## src/hw/pdc_pkg.sv

```systemverilog
/*
 * Shared constants for the peripheral DMA channel block: register offsets
 * inside one channel window, field positions, reset values, size codes
 * and the engine state encoding.
 * Assumes a 32-bit register bus with byte addresses.
 */
package pdc_pkg;

   // channel window: channel m starts at m * 0x040
   localparam int unsigned CH_SHIFT = 6;
   localparam logic [31:0] CH_STRIDE = 32'h0000_0040;

   localparam logic [5:0] OFF_MEMORY_POINTER = 6'h00;
   localparam logic [5:0] OFF_PERIPHERAL_SELECT = 6'h04;
   localparam logic [5:0] OFF_ITEM_COUNTER = 6'h08;
   localparam logic [5:0] OFF_POINTER_RELOAD = 6'h0C;
   localparam logic [5:0] OFF_COUNTER_RELOAD = 6'h10;
   localparam logic [5:0] OFF_CHANNEL_CONTROL = 6'h14;
   localparam logic [5:0] OFF_CHANNEL_MODE = 6'h18;
   localparam logic [5:0] OFF_CHANNEL_STATUS = 6'h1C;
   localparam logic [5:0] OFF_INTERRUPT_ENABLE = 6'h20;
   localparam logic [5:0] OFF_INTERRUPT_DISABLE = 6'h24;
   localparam logic [5:0] OFF_INTERRUPT_MASK = 6'h28;
   localparam logic [5:0] OFF_INTERRUPT_STATUS = 6'h2C;

   localparam int unsigned CTRL_TEN_BIT = 0;
   localparam int unsigned CTRL_TRANSFER_DISABLE_BIT_BIT = 1;
   localparam int unsigned CTRL_ERROR_CLEAR_BIT_BIT = 8;
   localparam int unsigned STATUS_TEN_BIT = 0;
   localparam int unsigned IRQ_RCZ_BIT = 0;
   localparam int unsigned IRQ_TRC_BIT = 1;
   localparam int unsigned IRQ_TRANSFER_ERROR_FLAG_BIT = 2;
   localparam int unsigned IRQ_W = 3;
   localparam int unsigned CNT_W = 16;

   localparam logic [1:0] SIZE_BYTE = 2'h0;
   localparam logic [1:0] SIZE_HALF = 2'h1;
   localparam logic [1:0] SIZE_WORD = 2'h2;

   localparam logic [31:0] STEP_BYTE = 32'h0000_0001;
   localparam logic [31:0] STEP_HALF = 32'h0000_0002;
   localparam logic [31:0] STEP_WORD = 32'h0000_0004;

   localparam logic [31:0] RST_WORD = 32'h0000_0000;
   localparam logic [31:0] MASK_BYTE = 32'h0000_00FF;
   localparam logic [31:0] MASK_HALF = 32'h0000_FFFF;

   typedef enum logic [2:0] {
      ST_IDLE,
      ST_PER_RD,
      ST_MEM_WR,
      ST_MEM_RD,
      ST_PER_WR
   } pdc_state_type;

endpackage

```

## src/hw/pdc_dma_top.sv

```systemverilog
/*
 * Multi-channel peripheral DMA engine: per-channel register sets on an
 * Avalon-MM slave, fixed-priority channel arbiter, one item mover that
 * reads the selected peripheral holding register or memory and writes
 * the other side, with double-buffer reload.
 * Assumes peripheral requests, peripheral and memory ports are logic on
 * the same clock; done strobes are one-cycle pulses answering a held req.
 */
// Summary of operation
// peripheral selector code picks handshake line, direction and holding address
// per-channel item size byte, halfword or word from mode register
// memory pointer steps by one, two or four after each item
// item counter counts items, drops by one per completed item
// enabled channel starts as soon as counter or reload is non-zero
// counter zero with non-zero reload copies both reload registers in
// both reload registers clear right after a reload
// writing counter reload while counter is zero loads pointer and counter
// peripheral data kept bit for bit, bits above size forced to zero
// memory accesses use item size and natural lane alignment
// control enable and disable bits set and clear the status enable
// enabled channel serves requests while counters are not both zero
// interrupt enable and disable registers set and clear the readable mask
// sources: reload zero, transfer finished, transfer error
// lowest numbered requesting channel wins
// memory access error flags the channel and halts only that channel
// software rewrites pointer before writing error clear
// unmasked transfer error raises the channel interrupt at once
// channel m registers sit at m times 0x040
// pointer and counter readable at any time, showing progress
// peripheral requests, engine acknowledges when the item starts
// channel count is a parameter, channels fully independent
`timescale 1ns/1ps
module pdc_dma_top #(
   parameter int NCH = 4,
   parameter int PID_W = 5,
   parameter logic [31:0] HOLD_BASE = 32'h0000_0000,
   localparam int CHW = (NCH > 1) ? $clog2(NCH) : 1,
   localparam int ADDR_W = CHW + 6,
   localparam int NPER = 1 << PID_W
) (
   input wire logic clk_sys_i,
   input wire logic resetn_i,
   input wire logic [ADDR_W-1:0] avs_address_i,
   input wire logic avs_read_i,
   input wire logic avs_write_i,
   input wire logic [31:0] avs_writedata_i,
   input wire logic [3:0] avs_byteenable_i,
   output logic [31:0] avs_readdata_o,
   output logic avs_waitrequest_o,
   input wire logic [NPER-1:0] periph_req_i,
   output logic [NPER-1:0] periph_ack_o,
   output logic pb_req_o,
   output logic pb_we_o,
   output logic [31:0] pb_addr_o,
   output logic [31:0] pb_wdata_o,
   input wire logic [31:0] pb_rdata_i,
   input wire logic pb_done_i,
   output logic mem_req_o,
   output logic mem_we_o,
   output logic [31:0] mem_addr_o,
   output logic [1:0] mem_size_o,
   output logic [31:0] mem_wdata_o,
   input wire logic [31:0] mem_rdata_i,
   input wire logic mem_done_i,
   input wire logic mem_err_i,
   output logic [NCH-1:0] irq_o
);

   typedef struct packed {
      logic [NCH-1:0][31:0] memory_pointer;
      logic [NCH-1:0][PID_W-1:0] peripheral_selector_code;
      logic [NCH-1:0][pdc_pkg::CNT_W-1:0] item_counter;
      logic [NCH-1:0][31:0] pointer_reload;
      logic [NCH-1:0][pdc_pkg::CNT_W-1:0] counter_reload;
      logic [NCH-1:0][1:0] size;
      logic [NCH-1:0] en;
      logic [NCH-1:0] err;
      logic [NCH-1:0][pdc_pkg::IRQ_W-1:0] interrupt_mask;
      pdc_pkg::pdc_state_type st;
      logic [CHW-1:0] ch;
      logic [31:0] data;
      logic ack;
      logic [31:0] rdata;
   } pdc_regs_type;

   pdc_regs_type state_q;
   pdc_regs_type state_d;

   function automatic logic [31:0] step_of(input logic [1:0] size);
      unique case (size)
         pdc_pkg::SIZE_BYTE: step_of = pdc_pkg::STEP_BYTE;
         pdc_pkg::SIZE_HALF: step_of = pdc_pkg::STEP_HALF;
         default: step_of = pdc_pkg::STEP_WORD;
      endcase
   endfunction

   function automatic logic [31:0] mask_item(input logic [1:0] size, input logic [31:0] d);
      unique case (size)
         pdc_pkg::SIZE_BYTE: mask_item = d & pdc_pkg::MASK_BYTE;
         pdc_pkg::SIZE_HALF: mask_item = d & pdc_pkg::MASK_HALF;
         default: mask_item = d;
      endcase
   endfunction

   // pick the item out of its byte lanes
   function automatic logic [31:0] lane_get(input logic [1:0] size, input logic [1:0] a,
                                            input logic [31:0] d);
      unique case (size)
         pdc_pkg::SIZE_BYTE: lane_get = mask_item(size, d >> {a, 3'h0});
         pdc_pkg::SIZE_HALF: lane_get = mask_item(size, d >> {a[1], 4'h0});
         default: lane_get = d;
      endcase
   endfunction

   // copy the item into every lane so any aligned address finds it
   function automatic logic [31:0] lane_put(input logic [1:0] size, input logic [31:0] d);
      unique case (size)
         pdc_pkg::SIZE_BYTE: lane_put = {4{d[7:0]}};
         pdc_pkg::SIZE_HALF: lane_put = {2{d[15:0]}};
         default: lane_put = d;
      endcase
   endfunction

   function automatic logic [31:0] be_merge(input logic [31:0] old, input logic [31:0] nw,
                                            input logic [3:0] be);
      be_merge = old;
      for (int b = 0; b < 4; b++) begin
         if (be[b]) begin
            be_merge[b*8 +: 8] = nw[b*8 +: 8];
         end
      end
   endfunction

   // memory to peripheral when the top selector bit is set
   function automatic logic pid_is_tx(input logic [PID_W-1:0] peripheral_selector_code);
      pid_is_tx = peripheral_selector_code[PID_W-1];
   endfunction

   function automatic logic [31:0] hold_addr(input logic [PID_W-1:0] peripheral_selector_code);
      hold_addr = HOLD_BASE + 32'({peripheral_selector_code, 2'h0});
   endfunction

   logic [CHW-1:0] bus_ch;
   logic [5:0] bus_off;
   logic bus_hit;
   logic bus_wr;
   logic [31:0] rd_word;
   logic [NCH-1:0] elig;
   logic [NCH-1:0] busy;
   logic [CHW-1:0] grant;
   logic item_fin;
   logic mem_fail;
   logic [NCH-1:0][pdc_pkg::IRQ_W-1:0] interrupt_status;

   // channel window decode
   assign bus_ch = avs_address_i[ADDR_W-1:pdc_pkg::CH_SHIFT];
   assign bus_off = avs_address_i[5:0];
   assign bus_hit = 32'(bus_ch) < 32'(NCH);
   assign bus_wr = avs_write_i && state_q.ack && bus_hit;
   assign avs_waitrequest_o = (avs_read_i || avs_write_i) && !state_q.ack;
   assign avs_readdata_o = state_q.rdata;

   // raw source levels, error is sticky
   // one independent set per channel
   generate
      for (genvar c = 0; c < NCH; c++) begin : g_ch
         assign interrupt_status[c][pdc_pkg::IRQ_RCZ_BIT] = state_q.counter_reload[c] == '0;
         assign interrupt_status[c][pdc_pkg::IRQ_TRC_BIT] = state_q.counter_reload[c] == '0 && state_q.item_counter[c] == '0;
         assign interrupt_status[c][pdc_pkg::IRQ_TRANSFER_ERROR_FLAG_BIT] = state_q.err[c];
         assign busy[c] = state_q.st != pdc_pkg::ST_IDLE && 32'(state_q.ch) == c;
         // serve while enabled, not halted and items remain
         assign elig[c] = state_q.en[c] && !state_q.err[c] && state_q.item_counter[c] != '0
                          && periph_req_i[state_q.peripheral_selector_code[c]];
         // unmasked sources drive the line
         assign irq_o[c] = |(interrupt_status[c] & state_q.interrupt_mask[c]);
      end
   endgenerate

   // lowest channel number first
   always_comb begin
      grant = '0;
      for (int c = NCH - 1; c >= 0; c--) begin
         if (elig[c]) begin
            grant = CHW'(c);
         end
      end
   end

   // acknowledge as the item starts
   always_comb begin
      periph_ack_o = '0;
      if (state_q.st == pdc_pkg::ST_IDLE && elig != '0) begin
         periph_ack_o[state_q.peripheral_selector_code[grant]] = 1'b1;
      end
   end

   // live pointer and counter on read
   always_comb begin
      rd_word = pdc_pkg::RST_WORD;
      if (bus_hit) begin
         unique case (bus_off)
            pdc_pkg::OFF_MEMORY_POINTER: rd_word = state_q.memory_pointer[bus_ch];
            pdc_pkg::OFF_PERIPHERAL_SELECT: rd_word = 32'(state_q.peripheral_selector_code[bus_ch]);
            pdc_pkg::OFF_ITEM_COUNTER: rd_word = 32'(state_q.item_counter[bus_ch]);
            pdc_pkg::OFF_POINTER_RELOAD: rd_word = state_q.pointer_reload[bus_ch];
            pdc_pkg::OFF_COUNTER_RELOAD: rd_word = 32'(state_q.counter_reload[bus_ch]);
            pdc_pkg::OFF_CHANNEL_MODE: rd_word = 32'(state_q.size[bus_ch]);
            pdc_pkg::OFF_CHANNEL_STATUS: rd_word = 32'(state_q.en[bus_ch]);
            pdc_pkg::OFF_INTERRUPT_MASK: rd_word = 32'(state_q.interrupt_mask[bus_ch]);
            pdc_pkg::OFF_INTERRUPT_STATUS: rd_word = 32'(interrupt_status[bus_ch]);
            default: rd_word = pdc_pkg::RST_WORD;
         endcase
      end
   end

   assign item_fin = (state_q.st == pdc_pkg::ST_MEM_WR && mem_done_i && !mem_err_i)
                     || (state_q.st == pdc_pkg::ST_PER_WR && pb_done_i);
   assign mem_fail = mem_req_o && mem_done_i && mem_err_i;

   // memory side uses the item size and its lanes
   assign mem_req_o = state_q.st == pdc_pkg::ST_MEM_WR || state_q.st == pdc_pkg::ST_MEM_RD;
   assign mem_we_o = state_q.st == pdc_pkg::ST_MEM_WR;
   assign mem_addr_o = state_q.memory_pointer[state_q.ch];
   assign mem_size_o = state_q.size[state_q.ch];
   assign mem_wdata_o = lane_put(state_q.size[state_q.ch], state_q.data);
   // holding register follows the selector code
   assign pb_req_o = state_q.st == pdc_pkg::ST_PER_RD || state_q.st == pdc_pkg::ST_PER_WR;
   assign pb_we_o = state_q.st == pdc_pkg::ST_PER_WR;
   assign pb_addr_o = hold_addr(state_q.peripheral_selector_code[state_q.ch]);
   assign pb_wdata_o = state_q.data;

   always_comb begin
      state_d = state_q;
      state_d.ack = 1'b0;
      if ((avs_read_i || avs_write_i) && !state_q.ack) begin
         state_d.ack = 1'b1;
         state_d.rdata = rd_word;
      end
      for (int c = 0; c < NCH; c++) begin
         // reload whenever counter empty, reload counter loaded and channel not busy
         // also covers a reload write landing on an empty counter
         if (state_q.item_counter[c] == '0 && state_q.counter_reload[c] != '0 && !busy[c]) begin
            state_d.memory_pointer[c] = state_q.pointer_reload[c];
            state_d.item_counter[c] = state_q.counter_reload[c];
            // reload registers emptied
            state_d.pointer_reload[c] = pdc_pkg::RST_WORD;
            state_d.counter_reload[c] = '0;
         end
      end
      unique case (state_q.st)
         pdc_pkg::ST_IDLE: begin
            // a freshly loaded counter is eligible next cycle
            if (elig != '0) begin
               state_d.ch = grant;
               state_d.st = pid_is_tx(state_q.peripheral_selector_code[grant]) ? pdc_pkg::ST_MEM_RD
                                                          : pdc_pkg::ST_PER_RD;
            end
         end
         pdc_pkg::ST_PER_RD: begin
            if (pb_done_i) begin
               // bits above the item size read as zero
               state_d.data = mask_item(state_q.size[state_q.ch], pb_rdata_i);
               state_d.st = pdc_pkg::ST_MEM_WR;
            end
         end
         pdc_pkg::ST_MEM_RD: begin
            if (mem_done_i) begin
               state_d.data = lane_get(state_q.size[state_q.ch], state_q.memory_pointer[state_q.ch][1:0],
                                       mem_rdata_i);
               state_d.st = mem_err_i ? pdc_pkg::ST_IDLE : pdc_pkg::ST_PER_WR;
            end
         end
         pdc_pkg::ST_MEM_WR: begin
            if (mem_done_i) begin
               state_d.st = pdc_pkg::ST_IDLE;
            end
         end
         pdc_pkg::ST_PER_WR: begin
            if (pb_done_i) begin
               state_d.st = pdc_pkg::ST_IDLE;
            end
         end
         default: state_d.st = pdc_pkg::ST_IDLE;
      endcase
      if (item_fin) begin
         // pointer advances by the item size
         state_d.memory_pointer[state_q.ch] = state_q.memory_pointer[state_q.ch] + step_of(state_q.size[state_q.ch]);
         // one item done
         state_d.item_counter[state_q.ch] = state_q.item_counter[state_q.ch] - pdc_pkg::CNT_W'(1);
      end
      if (bus_wr) begin
         unique case (bus_off)
            pdc_pkg::OFF_MEMORY_POINTER: begin
               state_d.memory_pointer[bus_ch] = be_merge(state_q.memory_pointer[bus_ch], avs_writedata_i,
                                              avs_byteenable_i);
            end
            pdc_pkg::OFF_PERIPHERAL_SELECT: begin
               // new selector takes effect at once, also on the holding address of an item in flight
               if (avs_byteenable_i[0]) begin
                  state_d.peripheral_selector_code[bus_ch] = avs_writedata_i[PID_W-1:0];
               end
            end
            pdc_pkg::OFF_ITEM_COUNTER: begin
               state_d.item_counter[bus_ch] = pdc_pkg::CNT_W'(be_merge(32'(state_q.item_counter[bus_ch]),
                                                 avs_writedata_i, avs_byteenable_i));
            end
            pdc_pkg::OFF_POINTER_RELOAD: begin
               state_d.pointer_reload[bus_ch] = be_merge(state_q.pointer_reload[bus_ch], avs_writedata_i,
                                               avs_byteenable_i);
            end
            pdc_pkg::OFF_COUNTER_RELOAD: begin
               state_d.counter_reload[bus_ch] = pdc_pkg::CNT_W'(be_merge(32'(state_q.counter_reload[bus_ch]),
                                                  avs_writedata_i, avs_byteenable_i));
            end
            pdc_pkg::OFF_CHANNEL_CONTROL: begin
               // disable wins over enable in one write
               if (avs_writedata_i[pdc_pkg::CTRL_TEN_BIT]) begin
                  state_d.en[bus_ch] = 1'b1;
               end
               if (avs_writedata_i[pdc_pkg::CTRL_TRANSFER_DISABLE_BIT_BIT]) begin
                  state_d.en[bus_ch] = 1'b0;
               end
               if (avs_writedata_i[pdc_pkg::CTRL_ERROR_CLEAR_BIT_BIT]) begin
                  state_d.err[bus_ch] = 1'b0;
               end
            end
            pdc_pkg::OFF_CHANNEL_MODE: begin
               // item size per channel
               if (avs_byteenable_i[0]) begin
                  state_d.size[bus_ch] = avs_writedata_i[1:0];
               end
            end
            pdc_pkg::OFF_INTERRUPT_ENABLE: begin
               // set mask bits
               state_d.interrupt_mask[bus_ch] = state_q.interrupt_mask[bus_ch] | avs_writedata_i[pdc_pkg::IRQ_W-1:0];
            end
            pdc_pkg::OFF_INTERRUPT_DISABLE: begin
               // clear mask bits
               state_d.interrupt_mask[bus_ch] = state_q.interrupt_mask[bus_ch] & ~avs_writedata_i[pdc_pkg::IRQ_W-1:0];
            end
            default: begin
            end
         endcase
      end
      // error halts the failing channel only, set beats clear
      if (mem_fail) begin
         state_d.err[state_q.ch] = 1'b1;
         state_d.st = pdc_pkg::ST_IDLE;
      end
   end

   always_ff @(posedge clk_sys_i) begin
      if (!resetn_i) begin
         state_q <= '0;
      end else begin
         state_q <= state_d;
      end
   end

   logic [31:0] act_mar;
   logic [pdc_pkg::CNT_W-1:0] act_tcr;
   logic [31:0] act_step;
   logic [NCH-1:0] below;
   logic [pdc_pkg::CNT_W-1:0] c0_tcr;
   logic [pdc_pkg::CNT_W-1:0] c0_counter_reload;
   logic [31:0] c0_pointer_reload;
   logic c0_ctrl_on;
   logic act_err;

   assign act_mar = state_q.memory_pointer[state_q.ch];
   assign act_tcr = state_q.item_counter[state_q.ch];
   assign act_step = step_of(state_q.size[state_q.ch]);
   assign act_err = state_q.err[state_q.ch];
   assign below = NCH'((NCH'(1) << grant) - NCH'(1));
   assign c0_tcr = state_q.item_counter[0];
   assign c0_counter_reload = state_q.counter_reload[0];
   assign c0_pointer_reload = state_q.pointer_reload[0];
   assign c0_ctrl_on = bus_wr && bus_ch == '0 && bus_off == pdc_pkg::OFF_CHANNEL_CONTROL
                       && avs_writedata_i[pdc_pkg::CTRL_TEN_BIT]
                       && !avs_writedata_i[pdc_pkg::CTRL_TRANSFER_DISABLE_BIT_BIT];
endmodule

```

## config.mk

```make
export PLATFORM = sky130hd
export DESIGN_NAME = pdc_dma_top
export DESIGN_NICKNAME = d
export VERILOG_FILES = /design/src/hw/pdc_pkg.sv /design/src/hw/pdc_dma_top.sv
export SDC_FILE = /design/constraint.sdc
export NUM_CORES = 2
export LEC_CHECK = 0
export ABC_AREA = 0
export BUFFER_PORTS_ARGS = -buffer_cell sky130_fd_sc_hd__buf_2
export CAP_MARGIN = 15
export CORE_MARGIN = 5
export CORE_UTILIZATION = 54
export CTS_CLUSTER_SIZE = 12
export DETAILED_ROUTE_END_ITERATION = 8
export GPL_ROUTABILITY_DRIVEN = 1
export GPL_TIMING_DRIVEN = 0
export PLACE_DENSITY = 0.77
export RECOVER_POWER = 100
export SETUP_SLACK_MARGIN = 0.3
export SYNTH_ARGS = -nofsm -noshare
export SYNTH_HDL_FRONTEND = slang
export SYNTH_SLANG_ARGS = --single-unit
```

## constraint.sdc

```tcl
create_clock -name clk_sys_i -period 4.55 [get_ports clk_sys_i]
set_clock_uncertainty 0.05 [all_clocks]
set_input_delay 0.6825 -clock clk_sys_i [delete_from_list [all_inputs] [get_ports clk_sys_i]]
set_output_delay 0.6825 -clock clk_sys_i [all_outputs]
set_load 0.03 [all_outputs]
```

==> impl_results.md <==
* IO Port Bufs at 310
* Post-Place Cells at 4,920
* Drt pass-1 iters at 9
* VDD IR max at 296 uV
* Area fraction of the dominant cell type after synthesis at 32.1%
* Max FO, Critical Path at 6
* Total gr overflow at 0
* Final wirelength at 168,000 microns
* Hold crit path type: primary input to flip-flop
* Later-pin clock latency in the skew report at 0.66 ns
* Number of CTS-inserted buffers at 54
* Setup TNS at -8.49 ns
* Worst-path clk slew at 0.07 ns
* Cell mode on critical path: buf_4
* Via Count at 37,300
* CTS tree: built
* Share of layout cells above drive strength 1 at 19.5%
* Area post-placement at 34,100 sq um
* Finished Cell Area at 37,300 sq um
* Initial DRC Count at 7,577
* Unrepaired setup endpoints after global routing: true
* Mapped Area at 31,300 sq um
* Final hold viol count at 0
* Final GP Congestion at 1.13
* Worst Path Arrival at 4.15 ns
* Final Core Density at 64.8%
* Largest net degree at the start of global routing at 16
* Worst Tran Pin Value at 1.39 ns
* Hold_buf cts at 0
* CP Launch Type: flip-flop
* DP HPWL at 120,000 microns
* Final-report max-slew violation count at 0
* Drt wl/cell at 33.1 microns
* Crit-path cells: nor4_1, and4_2, or3b_4, nor4_4, buf_4, buf_4, or2_2, nand4_1, a2bb2oi_4, buf_4, nand2_4, nor3_4, buf_6
* Max stage delay cell, worst path: dfxtp_1
* Avg Inst Size Synth at 8.22 sq um
* Critical path's largest stage delay at 0.47 ns
* Normalized max-slew margin at 7.59%
* # H-tree levels at 2
* Core area at 57,600 sq um
* Count of different cell masters after synthesis at 81
* WS Path Type: flip-flop to output pin
* WP data required at 3.82 ns
* Die height at 251 microns
* Top delay family on crit path: simple AND/OR/NAND/NOR gates
* Minimum clock period at 4.88 ns
* DRT antenna net count at 0
* Die W at 251 microns
* Endpoint class of the critical path: output pin
* Post-synthesis sequential area ratio at 32.1%
* Final Power at 9.85 mW
* DRC Markers at 0
* GRT Util Overall at 49.5%
* Setup violations, final at 56
* Initial core utilization at 54.4%
* Fin crit share at 107%
* Leak at 13.8 nW
* Count leader, synth: nor2_1
* Worst setup margin at -0.332 ns
* Outcome: finished with violations
* Synth top cells by count: nor2_1, dfxtp_1, nand2_1
* Layout Nets at 4,420
* Cell count after synthesis at 3,814
* Area grow syn2layout at 19.1%
* Non-Filler Instances at 5,087
* Die area at 63,000 sq um
* Ports at 350
* Vias per inst at 7.32
* Seq cells post-synth at 502
* Max Clock Freq at 205 MHz
* Worst Path Buf+Inv at 4
* Synth top area cells: dfxtp_1, mux4_2, nor2_1, nand2_1, mux2i_1
* Synth Warn # at 0
* Initial antenna violation count at 14
* CTS Root Cell: clkbuf_16
* Clk buf depth at 3
* Number of synthesized flops with an enable pin at 0
* Area leader, netlist: dfxtp_1
* Synth Flop Type: dfxtp_1
* First-pass GRT wire length at 233,000 microns
* Failing checks: setup timing
* Max Cap Viol at 0
* Rows at 88
* Number of global-route vias before repair at 34,000
* Sink Count at 502
* Power per cell area at 264 nW/um^2
* Async SR Flop Fraction at 0%
sequential cells by signal, summed over array words and instances (netlist names), named ones only:
name and count:
c0_pointer_reload 32, c0_tcr 16, state_q 330, pb_wdata_o 32, interrupt_status 4, c0_counter_reload 16
avs_readdata_o 32
area by class of cell:
class,instances,area [sq um]
well taps,765,957
flip-flops and latches,502,10100
multi-input cells,2885,20000
repair buffers,371,2170
diodes,14,35.0
inverters,19,71.3
fillers,5012,20200
clock buffers,79,1590
clock inverters,17,163
plain buffers,435,2340
cell families after synthesis:
family | synth area share [%]
other | 0.0120
AOI/OAI and AO/OA | 17.5
buffers and inverters | 6.83
muxes | 19.9
adders and majority gates | 0.255
DFF | 32.1
and+or+nand+nor | 22.2
xor gates and xnor gates | 1.26
power breakdown:
part / switching, mW / internal (mW) / leakage (nW)
clock: 2.05 / 2.47 / 0.862
sequential: 0.0163 / 4.41 / 4.05
combinational: 0.647 / 0.258 / 8.89
layout by cell type, fill, tap and decap left out, drive strengths merged, types with 113 or more instances in the layout:
| cell | synthesis | routed |
|---|---|---|
| o21ai | 113 | 113 |
| a21oi | 153 | 153 |
| nor2 | 643 | 643 |
| clkbuf | 267 | 428 |
| nand2 | 492 | 493 |
| mux2i | 170 | 170 |
| nand3 | 140 | 140 |
| dfxtp | 502 | 502 |
| buf | 168 | 457 |
| a31oi | 232 | 232 |
| mux4 | 182 | 182 |
what timing repair did:
item	CTS	global route
resized for setup	187	88
pin swaps	26	15
endpoints found under the setup margin	462	137
hold endpoints to repair	0	0
gates cloned	2	0
setup buffers	30	19
per-stage QoR:
stage	hold slack (ns)	worst slack (ns)
global placement	0.426	-2.17
floorplan	0.396	0.194
finish	0.391	-0.332
CTS	0.380	-0.141
global route	0.417	-0.419
detailed placement	0.436	-2.18
metal layers:
metal  track usage [%]  wire [microns]
met1              58.5           54300
met2              68.8           64900
met5              2.63             315
met4              36.7           18300
met3              24.6           30400
worst min-delay path, cell delays in order:
cell and delay [ns]:
buf_2 0.13, o22ai_1 0.09, o211a_1 0.12
path summary, 6_finish.rpt:
check	cells past startpoint	slack (ns)	end	from
max	13	-0.33	periph_ack_o[26]	state_q[335]$_SDFF_PN0_
min	3	0.39	state_q[67]$_SDFFE_PP0P_	mem_done_i
min reg2reg	2	0.45	avs_readdata_o[27]$_SDFFE_PN0P_	avs_readdata_o[27]$_SDFFE_PN0P_
max reg2reg	17	-0.09	state_q[493]$_SDFF_PN0_	state_q[65]$_SDFFE_PN0P_
Note: power is estimated with default switching activity, not from simulation.
